$ cat config.mk
export PLATFORM = sky130hd
export DESIGN_NAME = pdio_discrete_io
export DESIGN_NICKNAME = d
export VERILOG_FILES = /design/src/pdio_pkg.sv /design/src/pdio_discrete_io.sv /design/src/pdio_input_filter.sv
export SDC_FILE = /design/constraint.sdc
export NUM_CORES = 1
export LEC_CHECK = 0
export CAP_MARGIN = 10
export CELL_PAD_IN_SITES_DETAIL_PLACEMENT = 0
export CELL_PAD_IN_SITES_GLOBAL_PLACEMENT = 1
export CORE_ASPECT_RATIO = 1.2
export CORE_MARGIN = 5
export CORE_UTILIZATION = 49
export CTS_CLUSTER_DIAMETER = 100
export DETAILED_ROUTE_END_ITERATION = 7
export DONT_BUFFER_PORTS = 1
export GPL_ROUTABILITY_DRIVEN = 0
export PLACE_DENSITY_LB_ADDON = 0.1
export SYNTH_ARGS = -nofsm -noshare
export SYNTH_HDL_FRONTEND = slang
export SYNTH_SLANG_ARGS = --single-unit
$ cat constraint.sdc
create_clock -name mclk -period 2.2 [get_ports mclk]
set_input_delay 0.44 -clock mclk [delete_from_list [all_inputs] [get_ports mclk]]
set_output_delay 0.44 -clock mclk [all_outputs]
set_load 0.03 [all_outputs]
$ cat src/pdio_pkg.sv
// Purpose: Shared constants, types and register map for the discrete I/O block
// Assumes: 100 MHz mclk, APB register access
// Notes: All state of the top module is one packed struct declared here
package pdio_pkg;

  // ==========================================================================
  // Clock and timing
  // ==========================================================================
  localparam int CLK_MHZ = 100;
  localparam int FILTER_US = 10;
  localparam int FILTER_CYC = FILTER_US * CLK_MHZ;
  localparam int FILTER_W = 12;
  localparam int SOAK_MS = 60000;
  localparam longint SOAK_CYC_DEF = longint'(SOAK_MS) * 1000 * CLK_MHZ; // Too big for int
  localparam int SOAK_W = 34;

  // ==========================================================================
  // Register offsets (byte addresses)
  // ==========================================================================
  localparam logic [7:0] REG_CTRL = 8'h00;
  localparam logic [7:0] REG_STATUS = 8'h04;
  localparam logic [7:0] REG_IRQ_STAT = 8'h08;
  localparam logic [7:0] REG_IRQ_MASK = 8'h0C;
  localparam logic [7:0] REG_PANEL = 8'h10;

  // Control register fields
  localparam int CTRL_AUTOSTART = 0;
  localparam int CTRL_PRIMARY = 1;
  localparam logic [1:0] CTRL_RESET = 2'h2;

  // Panel command fields (ignored under external control)
  localparam int PANEL_HEAT = 0;
  localparam int PANEL_SETBACK = 1;
  localparam int PANEL_PUMP = 2;
  localparam int PANEL_CROSS = 3;

  // Interrupt status bits
  localparam int IRQ_W = 4;
  localparam int IRQ_ALARM = 0;
  localparam int IRQ_READY = 1;
  localparam int IRQ_TAKEOVER = 2;
  localparam int IRQ_EMPTY = 3;

  // Run and error codes on the output contacts
  localparam logic [1:0] RUN_OFF = 2'h0;
  localparam logic [1:0] RUN_HEAT = 2'h1;
  localparam logic [1:0] RUN_ATTEMP = 2'h2;
  localparam logic [1:0] RUN_PUMP = 2'h3;
  localparam logic [1:0] ERR_NONE = 2'h0;
  localparam logic [1:0] ERR_LOW = 2'h1;
  localparam logic [1:0] ERR_EMPTY = 2'h2;
  localparam logic [1:0] ERR_ALARM = 2'h3;

  // ==========================================================================
  // Types
  // ==========================================================================
  typedef enum logic [1:0] {
    PDIO_IDLE = 2'h0,
    PDIO_WARMUP = 2'h1,
    PDIO_SOAK = 2'h3,
    PDIO_ACTIVE = 2'h2
  } pdio_heat_t;

  // Customer request inputs after filtering
  typedef struct packed {
    logic takeover;
    logic pump;
    logic setback;
    logic heat;
  } pdio_req_t;

  // Plant status from the zone controllers
  typedef struct packed {
    logic inWindow;
    logic atSetpoint;
    logic drumLow;
    logic drumEmpty;
    logic alarm;
  } pdio_plant_t;

  // Actuator commands to the plant
  typedef struct packed {
    logic heatOn;
    logic setback;
    logic pumpAir;
    logic crossEnable;
    logic panelLock;
  } pdio_act_t;

  // Whole state of the top module
  typedef struct packed {
    pdio_heat_t heat;
    logic [SOAK_W-1:0] soakCnt;
    logic pumpReq;
    logic [1:0] runCode;
    logic [1:0] errCode;
    logic [1:0] ctrl;
    logic [3:0] panel;
    logic [IRQ_W-1:0] irqStat;
    logic [IRQ_W-1:0] irqMask;
    logic [31:0] prdata;
    logic ready;
    logic takeoverSeen;
    logic emptySeen;
  } pdio_state_t;

endpackage

$ cat src/pdio_discrete_io.sv
// Purpose: Discrete command and status interface to an external controller
// Assumes: Single mclk at 100 MHz, APB slave for software registers
// Notes: Contacts read zero in reset, standing for the unpowered condition
`timescale 1ns/1ns

module pdio_discrete_io
  import pdio_pkg::*;
#(
  parameter int FILT = FILTER_CYC,
  parameter longint SOAK_CYC = SOAK_CYC_DEF
) (
  input wire logic mclk,
  input wire logic resetn,
  input wire logic [3:0] custIn,
  output logic [3:0] custOut,
  input wire pdio_plant_t plant,
  output pdio_act_t act,
  output pdio_heat_t heatState,
  output logic irq,
  input wire logic psel,
  input wire logic penable,
  input wire logic pwrite,
  input wire logic [7:0] paddr,
  input wire logic [31:0] pwdata,
  output logic [31:0] prdata,
  output logic pready,
  output logic pslverr
);

  // ==========================================================================
  // Parameter checks
  // ==========================================================================
  // Soak count must fit the soak counter
  if (SOAK_CYC < 1 || SOAK_CYC >= (64'h1 << SOAK_W)) begin : gSoakChk
    $error("pdio_discrete_io: SOAK_CYC out of range");
  end
  // Filter count must fit the filter counter
  if (FILT < 1 || FILT >= (1 << FILTER_W)) begin : gFiltChk
    $error("pdio_discrete_io: FILT out of range");
  end

  // ==========================================================================
  // Input conditioning
  // ==========================================================================
  logic [3:0] cleanIn;
  pdio_req_t req;

  pdio_input_filter #(
    .WIDTH(4),
    .FILT(FILT)
  ) u_pdio_input_filter (
    .mclk(mclk),
    .resetn(resetn),
    .rawIn(custIn),
    .cleanOut(cleanIn)
  );

  assign req = pdio_req_t'(cleanIn);

  // ==========================================================================
  // State
  // ==========================================================================
  pdio_state_t st;
  pdio_state_t next_st;

  logic extCtrl;
  logic wantHeat;
  logic wantSetback;
  logic wantPump;
  logic wrEn;
  logic rdEn;
  logic addrOk;
  logic selCtrl;
  logic selStatus;
  logic selIrqStat;
  logic selIrqMask;
  logic selPanel;
  logic [31:0] rdWord;
  logic [IRQ_W-1:0] irqEvt;
  logic [1:0] next_err;
  logic [1:0] next_run;

  // Takeover only on the primary unit
  assign extCtrl = req.takeover && st.ctrl[CTRL_PRIMARY];

  // Request source: external inputs or panel
  always_comb begin
    if (extCtrl) begin
      wantHeat = req.heat;
      wantSetback = req.setback;
      wantPump = req.pump;
    end else begin
      wantHeat = st.panel[PANEL_HEAT];
      wantSetback = st.panel[PANEL_SETBACK];
      wantPump = st.panel[PANEL_PUMP];
    end
  end

  // ==========================================================================
  // Register decode
  // ==========================================================================
  // Writes land in the access phase, reads are captured in setup
  assign wrEn = psel && penable && pwrite;
  assign rdEn = psel && !penable && !pwrite;

  // Address decode to one-hot register selects
  always_comb begin
    selCtrl = 1'b0;
    selStatus = 1'b0;
    selIrqStat = 1'b0;
    selIrqMask = 1'b0;
    selPanel = 1'b0;
    if (paddr == REG_CTRL) begin
      selCtrl = 1'b1;
    end else if (paddr == REG_STATUS) begin
      selStatus = 1'b1;
    end else if (paddr == REG_IRQ_STAT) begin
      selIrqStat = 1'b1;
    end else if (paddr == REG_IRQ_MASK) begin
      selIrqMask = 1'b1;
    end else if (paddr == REG_PANEL) begin
      selPanel = 1'b1;
    end
  end

  // Unmapped offsets answer with a slave error
  assign addrOk = selCtrl || selStatus || selIrqStat || selIrqMask || selPanel;

  // ==========================================================================
  // Error code and read data
  // ==========================================================================
  // Error code with alarm as highest priority
  always_comb begin
    if (plant.alarm) begin
      next_err = ERR_ALARM;
    end else if (plant.drumEmpty) begin
      next_err = ERR_EMPTY;
    end else if (plant.drumLow) begin
      next_err = ERR_LOW;
    end else begin
      next_err = ERR_NONE;
    end
  end

  // Read data mux for the word captured at the setup edge
  always_comb begin
    rdWord = '0;
    if (selCtrl) begin
      rdWord = {30'h0, st.ctrl};
    end else if (selStatus) begin
      rdWord = {21'h0, st.heat, extCtrl, req.heat, req.setback,
                req.pump, req.takeover, st.errCode, st.runCode};
    end else if (selIrqStat) begin
      rdWord = {28'h0, st.irqStat};
    end else if (selIrqMask) begin
      rdWord = {28'h0, st.irqMask};
    end else if (selPanel) begin
      rdWord = {28'h0, st.panel};
    end
  end

  // ==========================================================================
  // Next-state logic
  // ==========================================================================
  // Next state of everything
  always_comb begin
    next_st = st;
    irqEvt = '0;
    next_run = RUN_OFF;
    // Heat state machine
    case (st.heat)
      PDIO_IDLE: begin
        if (wantHeat) begin
          next_st.heat = PDIO_WARMUP;
        end
      end
      PDIO_WARMUP: begin
        if (!wantHeat) begin
          next_st.heat = PDIO_IDLE;
        end else if (plant.atSetpoint) begin
          next_st.heat = PDIO_SOAK;
          next_st.soakCnt = '0;
        end
      end
      PDIO_SOAK: begin
        if (!wantHeat) begin
          next_st.heat = PDIO_IDLE;
        end else if (!plant.atSetpoint) begin
          next_st.heat = PDIO_WARMUP;
        end else if (st.soakCnt == SOAK_W'(SOAK_CYC - 1)) begin
          next_st.heat = PDIO_ACTIVE;
        end else begin
          next_st.soakCnt = st.soakCnt + 1'b1;
        end
      end
      PDIO_ACTIVE: begin
        if (!wantHeat) begin
          next_st.heat = PDIO_IDLE;
        end else if (!plant.inWindow) begin
          next_st.heat = PDIO_WARMUP;
        end
      end
      default: next_st.heat = PDIO_IDLE;
    endcase
    next_st.ready = (next_st.heat == PDIO_ACTIVE);

    // Pump request, autostart on entering active
    if (next_st.heat != PDIO_ACTIVE) begin
      next_st.pumpReq = 1'b0;
    end else if (extCtrl || !st.ctrl[CTRL_AUTOSTART]) begin
      next_st.pumpReq = wantPump;
    end else if (!st.ready) begin
      next_st.pumpReq = 1'b1;
    end else begin
      next_st.pumpReq = st.pumpReq || wantPump;
    end

    // Run code
    if (next_st.pumpReq && plant.inWindow) begin
      next_run = RUN_PUMP;
    end else if (next_st.heat == PDIO_ACTIVE) begin
      next_run = RUN_ATTEMP;
    end else if (next_st.heat != PDIO_IDLE) begin
      next_run = RUN_HEAT;
    end
    next_st.runCode = next_run;
    next_st.errCode = next_err;

    // Rising-edge events
    irqEvt[IRQ_ALARM] = plant.alarm && (st.errCode != ERR_ALARM);
    irqEvt[IRQ_READY] = next_st.ready && !st.ready;
    irqEvt[IRQ_TAKEOVER] = extCtrl && !st.takeoverSeen;
    irqEvt[IRQ_EMPTY] = plant.drumEmpty && !st.emptySeen;
    next_st.takeoverSeen = extCtrl;
    next_st.emptySeen = plant.drumEmpty;

    // Register writes; set wins over clear
    if (wrEn) begin
      if (paddr == REG_CTRL) begin
        next_st.ctrl = pwdata[1:0];
      end else if (paddr == REG_IRQ_STAT) begin
        next_st.irqStat = st.irqStat & ~pwdata[IRQ_W-1:0];
      end else if (paddr == REG_IRQ_MASK) begin
        next_st.irqMask = pwdata[IRQ_W-1:0];
      end else if (paddr == REG_PANEL && !extCtrl) begin
        next_st.panel = pwdata[3:0];
      end
    end
    next_st.irqStat = next_st.irqStat | irqEvt;

    // Register reads captured in the setup cycle
    next_st.prdata = rdEn ? rdWord : '0;
  end

  // ==========================================================================
  // State register
  // ==========================================================================
  // State register; reset opens all contacts
  always_ff @(posedge mclk or negedge resetn) begin
    if (!resetn) begin
      st <= '0;
      st.ctrl <= CTRL_RESET;
    end else begin
      st <= next_st;
    end
  end

  // ==========================================================================
  // Outputs
  // ==========================================================================
  // Contacts: bit0/1 run code, bit2/3 error code
  assign custOut = {st.errCode, st.runCode};
  assign heatState = st.heat;

  // Plant commands
  always_comb begin
    act.heatOn = (st.heat != PDIO_IDLE);
    act.setback = wantSetback;
    act.pumpAir = st.pumpReq && st.ready && plant.inWindow;
    act.crossEnable = !extCtrl && st.panel[PANEL_CROSS];
    act.panelLock = extCtrl;
  end

  assign irq = |(st.irqStat & st.irqMask);
  assign prdata = st.prdata;
  assign pready = 1'b1;
  assign pslverr = psel && penable && !addrOk;

endmodule

$ cat src/pdio_input_filter.sv
// Purpose: Two-flop synchroniser and consecutive-sample filter per input
// Assumes: Asynchronous level inputs, one clock
// Notes: Output changes only after FILT cycles of a stable new level
`timescale 1ns/1ns
module pdio_input_filter
  import pdio_pkg::*;
#(
  parameter int WIDTH = 4,
  parameter int FILT = FILTER_CYC
) (
  input wire logic mclk,
  input wire logic resetn,
  input wire logic [WIDTH-1:0] rawIn,
  output logic [WIDTH-1:0] cleanOut
);

  // Filter count must fit the sample counter
  if (FILT < 1 || FILT >= (1 << FILTER_W)) begin : gFiltChk
    $error("pdio_input_filter: FILT out of range");
  end

  // ==========================================================================
  // Per-bit synchroniser and filter
  // ==========================================================================
  genvar gi;
  generate
    for (gi = 0; gi < WIDTH; gi++) begin : gBit
      logic syncA;
      logic syncB;
      logic [FILTER_W-1:0] cnt;
      logic level;
      // Sync chain, then count stable samples
      always_ff @(posedge mclk or negedge resetn) begin
        if (!resetn) begin
          syncA <= 1'b0;
          syncB <= 1'b0;
          cnt <= '0;
          level <= 1'b0;
        end else begin
          syncA <= rawIn[gi];
          syncB <= syncA;
          if (syncB == level) begin
            cnt <= '0;
          end else if (cnt == FILTER_W'(FILT - 1)) begin
            cnt <= '0;
            level <= syncB;
          end else begin
            cnt <= cnt + 1'b1;
          end
        end
      end
      assign cleanOut[gi] = level;
    end
  endgenerate

endmodule

Word level (Yosys, flattened, before mapping)
Index checks and enable logic that the tools add are counted.
{"block": "op_classes", "addsub": 5, "bitwise_logic": 11, "shift": 0, "n_eq_ne": 24, "div_mod_pow": 0, "n_reduce_logical": 43, "n_lt_le_gt_ge": 0, "mul": 0, "muxes": 60}
{"operator": "34-bit two-way mux", "count": 4}
{"operator": "12-bit two-way mux", "count": 8}
{"operator": "34-bit case mux with 2 select lines", "count": 1}
{"operator": "12-bit by 1-bit adder with 12-bit output, second input constant", "count": 4}
{"operator": "12-bit by 10-bit equality test with 1-bit output, second input constant", "count": 4}
{"operator": "36-bit two-way mux", "count": 1}
{"operator": "34-bit by 1-bit adder with 34-bit output, second input constant", "count": 1}
{"operator": "34-bit by 33-bit equality test with 1-bit output, second input constant", "count": 1}
{"operator": "32-bit two-way mux", "count": 1}
{"operator": "4-bit two-way mux", "count": 6}
{"operator": "1-bit two-way mux", "count": 23}
{"operator": "11-bit two-way mux", "count": 2}
{"operator": "2-bit two-way mux", "count": 11}
{"operator": "8-bit by 4-bit equality test with 1-bit output, second input constant", "count": 2}
{"operator": "8-bit two-way mux", "count": 2}
{"operator": "1-bit logical AND", "count": 15}
{"operator": "2-bit inequality test, second input constant", "count": 7}
{"operator": "2-bit AND reduction", "count": 5}
{"operator": "4-bit AND", "count": 2}
{"operator": "8-bit by 3-bit equality test with 1-bit output, second input constant", "count": 1}
{"operator": "8-bit by 5-bit equality test with 1-bit output, second input constant", "count": 1}
{"operator": "1-bit logical NOT", "count": 8}
{"operator": "8-bit logical NOT", "count": 1}
{"operator": "2-bit case mux with 4 select lines", "count": 1}
{"operator": "13 further kinds", "count": 31}
{"block": "word_totals", "latchBits": 0, "register_bits": 150, "output_inout_bits": 46, "rom_bits": 0, "ram_bits": 0, "input_bits": 54, "word_cells": 172, "mem_count": 0}

Longest topological paths before layout
{"block": "logic_depth", "depth_word": 12, "depth_mapped": 7}

Modules after synthesis
A second synthesis with hierarchy kept.
{"block": "unflattened", "hier_cells": 663, "area_unflattened_um2": 6698.9}
{"mod": "pdio_discrete_io", "cells_per_inst": 405, "instances": 1, "area_each_um2": 3841.2, "seq_area_each_um2": 1727.9}
{"mod": "pdio_input_filter", "cells_per_inst": 258, "instances": 1, "area_each_um2": 2857.7, "seq_area_each_um2": 1501.4}

Worst setup path after synthesis
OpenSTA, ideal clock, no wires.
{"block": "synth_path", "kind": "input port to flip-flop", "from": "input port paddr[7]", "to": "register st[47] in the netlist's numbering", "path_slack_ns": 0.007, "n_path_buf": 0, "path_stages": 5, "arrival_ns": 2.068, "t_required_ns": 2.075, "setup_ns": 0.125, "path_cell_list": "or4_4 nor2_4 or4b_4 nand2b_4 mux2_4"}
{"block": "synth_via", "elab_chain_cells": 2}
{"element": "start, declared", "line_no": "pdio_discrete_io.sv:23", "text": "input wire logic [7:0] paddr,"}
{"element": "8-bit logical NOT", "line_no": "pdio_discrete_io.sv:239", "text": "if (paddr == REG_CTRL) begin"}
{"element": "2-bit AND reduction (no line)"}
{"element": "end signal, assigned", "line_no": "pdio_discrete_io.sv:264", "text": "st <= next_st;"}
{"element": "end, declared", "line_no": "pdio_discrete_io.sv:63", "text": "pdio_state_t st;"}
No other way between the ends.
A chain may end at the register's enable or synchronous reset.

==> results.toml <==
[die]
fp.dieW_um = 114.5
die_h_um = 135.4
rows = 45
initial_utilization = 0.5024
die_area_um2 = 15500
fp.coreArea_um2 = 12780
io_pins = 100

[synth]
yosysMostFrequentCell = "dfrtp_1"
yosys-top-cells-area = "dfrtp_1 50%, nor2_1 5.0%, buf_4 4.8%"
ys.flop_type = "dfrtp_1"
netlist-cell-type-count = 54
yosysTopAreaCell = "dfrtp_1"
synth_edf_count = 0
synth-async-reset-ratio = 1.000
synth_top_cells_by_count = "128 x dfrtp_1, 85 x nor2_1, 41 x buf_4"
synth_cells = 640
synth_warnings = 0
syn_area_um2 = 6421
synth_seq_cells = 129
seq_area_frac_synth = 0.5029
synth_top_area_frac = 0.4988
synth.avg_cell_area_um2 = 10.03

[finish]
nets = 706
n_antenna_cell = 0
drive_above_1_share = 0.1337
fin_area_um2 = 7161
syn2layout_area_growth_pct = 11.52
filler_cell_count = 1106

[detailed_routing]
wl_met1_um = 5821
drtPass1Iterations = 4
wire_per_inst_um = 15.72
highest_layer = "met4"
dr_wl_met3_um = 584
wl_met2_um = 6373
remaining_drc_errors = 0
antenna_left = 0
drtIter0Drc = 219
drt-total-wl_um = 12920
vias = 4511
vias_per_cell = 5.488

[worst_setup_path]
worstSetupEndpointType = "output pin"
setup.worst_path.class = "flop to output pin"
crit_fanout = 7
worstPathArrival_ns = 1.62
startpoint_type = "flop"
critical_path_required_ns = 1.76

[sta]
hold_viol = 129
slew_headroom = 0.5618
skew_ns = 0.006333
period_minus_slack_ns = 2.063
period_share = 0.9378
timing.fmax_mhz = 484.7
setup_viol = 0
fin_tns_setup_ns = 0
tightest_slew_ns = 0.6593
finalMaxSlewViolations = 0
holdWs_ns = -0.2767
rsz0062_at_grt = "no"
setup_ws_ns = 0.1369

[power]
p_comb_frac = 0.026
peakVddDrop_mv = 0.4966
clockPowerShare = 0.537
p_sw_mw = 1.131
p_per_area_nw_per_um2 = 779.5
power_mw = 5.582
pwr-share-seq = 0.437
p_int_mw = 4.451
leakage_nw = 3.300
switching_share = 0.2026

[run_status]
violations = "hold timing"
status = "complete, but fails checks"

[grt]
overflow = 0
track_usage = 0.1735
antenna_found_initial = 0
first_global_vias = 4392
grt_max_degree = 130
grt_pass1_wl_um = 21450

[place]
numPortBuffers = 0
placed_cell_area_um2 = 6526
place_ws_ns = 0.08946
hpwl_um = 9006

[cts]
cts_buffers = 17
clock_tree.buffer_depth = 2
clock_latency_ns = 0.41
cts_tree = "yes"
clkSlewWorstSetupHoldPaths_ns = 0.05
cts-root-buf = "clkbuf_16"
htreeDepth = 4
postCtsResizedCells = 0
cts.sinks = 129

[job]
max_cap_viol_count = 0

[worst_hold_path]
hp-class = "input port to async pin"
-- cells in the final DEF, fill, tap and decap left out, drive strengths merged, types with 6 or more instances in the layout --
master | Yosys | final
nand3 | 38 | 38
o21ai | 12 | 12
nor3 | 10 | 10
xor2 | 28 | 28
a21oi | 20 | 20
o31ai | 6 | 6
nor2 | 86 | 86
nand2 | 40 | 40
conb | 2 | 22
o211ai | 7 | 7
inv | 14 | 15
or3 | 12 | 12
mux2 | 16 | 16
nor4 | 10 | 10
nand2b | 7 | 7
nand4 | 24 | 24
buf | 44 | 24
dfrtp | 128 | 128
or4 | 11 | 11
xnor2 | 26 | 26
and3 | 29 | 29
clkbuf | 12 | 21
-- per-stage QoR --
| stage | cells | util | hold slack, ns |
|---|---|---|---|
| finish | 822 | 0.5603 | -0.2767 |
| global placement | 792 | 0.5106 | 0.1478 |
| floorplan | 660 | - | 0.1444 |
| CTS | 822 | 0.5603 | -0.2991 |
| global route | 822 | 0.5603 | -0.2947 |
| detailed placement | 792 | 0.5106 | 0.1482 |
-- registers in the layout (all words and copies together) (netlist names) --
name                            flops
st                                 52
u_pdio_input_filter.gBit.cnt       48
prdata                             11
custOut                             4
u_pdio_input_filter.gBit.level      4
u_pdio_input_filter.gBit.syncA      4
u_pdio_input_filter.gBit.syncB      4
heatState                           2
-- power by group through the flow --
stage	Sequential [mW]	Combinational, mW	Clock [mW]
after floorplan	2.47	0.172	0
after global placement	2.48	0.142	0
after detailed placement	2.48	0.144	0
after CTS	2.44	0.145	3.07
after global routing	2.44	0.159	3.17
final	2.44	0.144	3.00
-- routing by layer --
metal  vias to the layer above  global-route usage
li1                       2198                   -
met1                      2220              0.2287
met2                        80              0.2761
met3                        13             0.04111
met4                         0             0.06733
met5                         -                   0
-- worst max-delay path, cell delays in order (launching register included) --
cell     delay [ns]
dfstp_2        0.57
nand2_1        0.21
mux2_2         0.43
-- cell type report --
type / count / area [um^2] / share of cell area
clock buffers: 21 / 480.5 / 0.06710
clock inverters: 9 / 153.9 / 0.02149
inverters: 14 / 52.55 / 0.007339
multi-input cells: 461 / 2846 / 0.3975
flip-flops and latches: 129 / 3229 / 0.4510
well taps: 164 / 205.2 / 0.02866
repair buffers: 24 / 192.7 / 0.02691
-- cell families (layout without fill, tap and decap cells) --
group                      count (synthesis)  in the layout  share of synthesized area
AOI/OAI and AO/OA                         66             66                    0.06664
xor gates and xnor gates                  54             54                    0.07366
adders and majority gates                  5              5                   0.009743
buffers and inverters                     70             68                    0.06547
DFF                                      129            129                     0.5029
muxes                                     20             20                    0.03546
other                                      2             22                   0.001170
and+or+nand+nor                          294            294                     0.2449
-- path summary, 6_finish.rpt --
check | depth (start not counted) | slack, ns | to | start
setup / recovery | 2 | 0.14 | act[3] | st[48]$_DFFE_PN1P_
hold / removal | 0 | -0.28 | u_pdio_input_filter.gBit[1].cnt[8]$_DFF_PN0_ | resetn
setup reg to reg | 5 | 0.14 | custOut[0]$_DFF_PN0_ | st[57]$_DFFE_PN0P_
hold reg to reg | 0 | 0.35 | u_pdio_input_filter.gBit[0].syncB$_DFF_PN0_ | u_pdio_input_filter.gBit[0].syncA$_DFF_PN0_
max in group asynchronous | 0 | 2.28 | st[48]$_DFFE_PN1P_ | resetn
min in group mclk | 0 | 0.05 | u_pdio_input_filter.gBit[0].syncA$_DFF_PN0_ | custIn[0]
-- timing repair --
action | in CTS | in global routing
endpoints found under the setup margin | 0 | 10
hold endpoints to repair | 129 | 129
setup buffers | 0 | 0
Power figures use the tool's default switching activity.
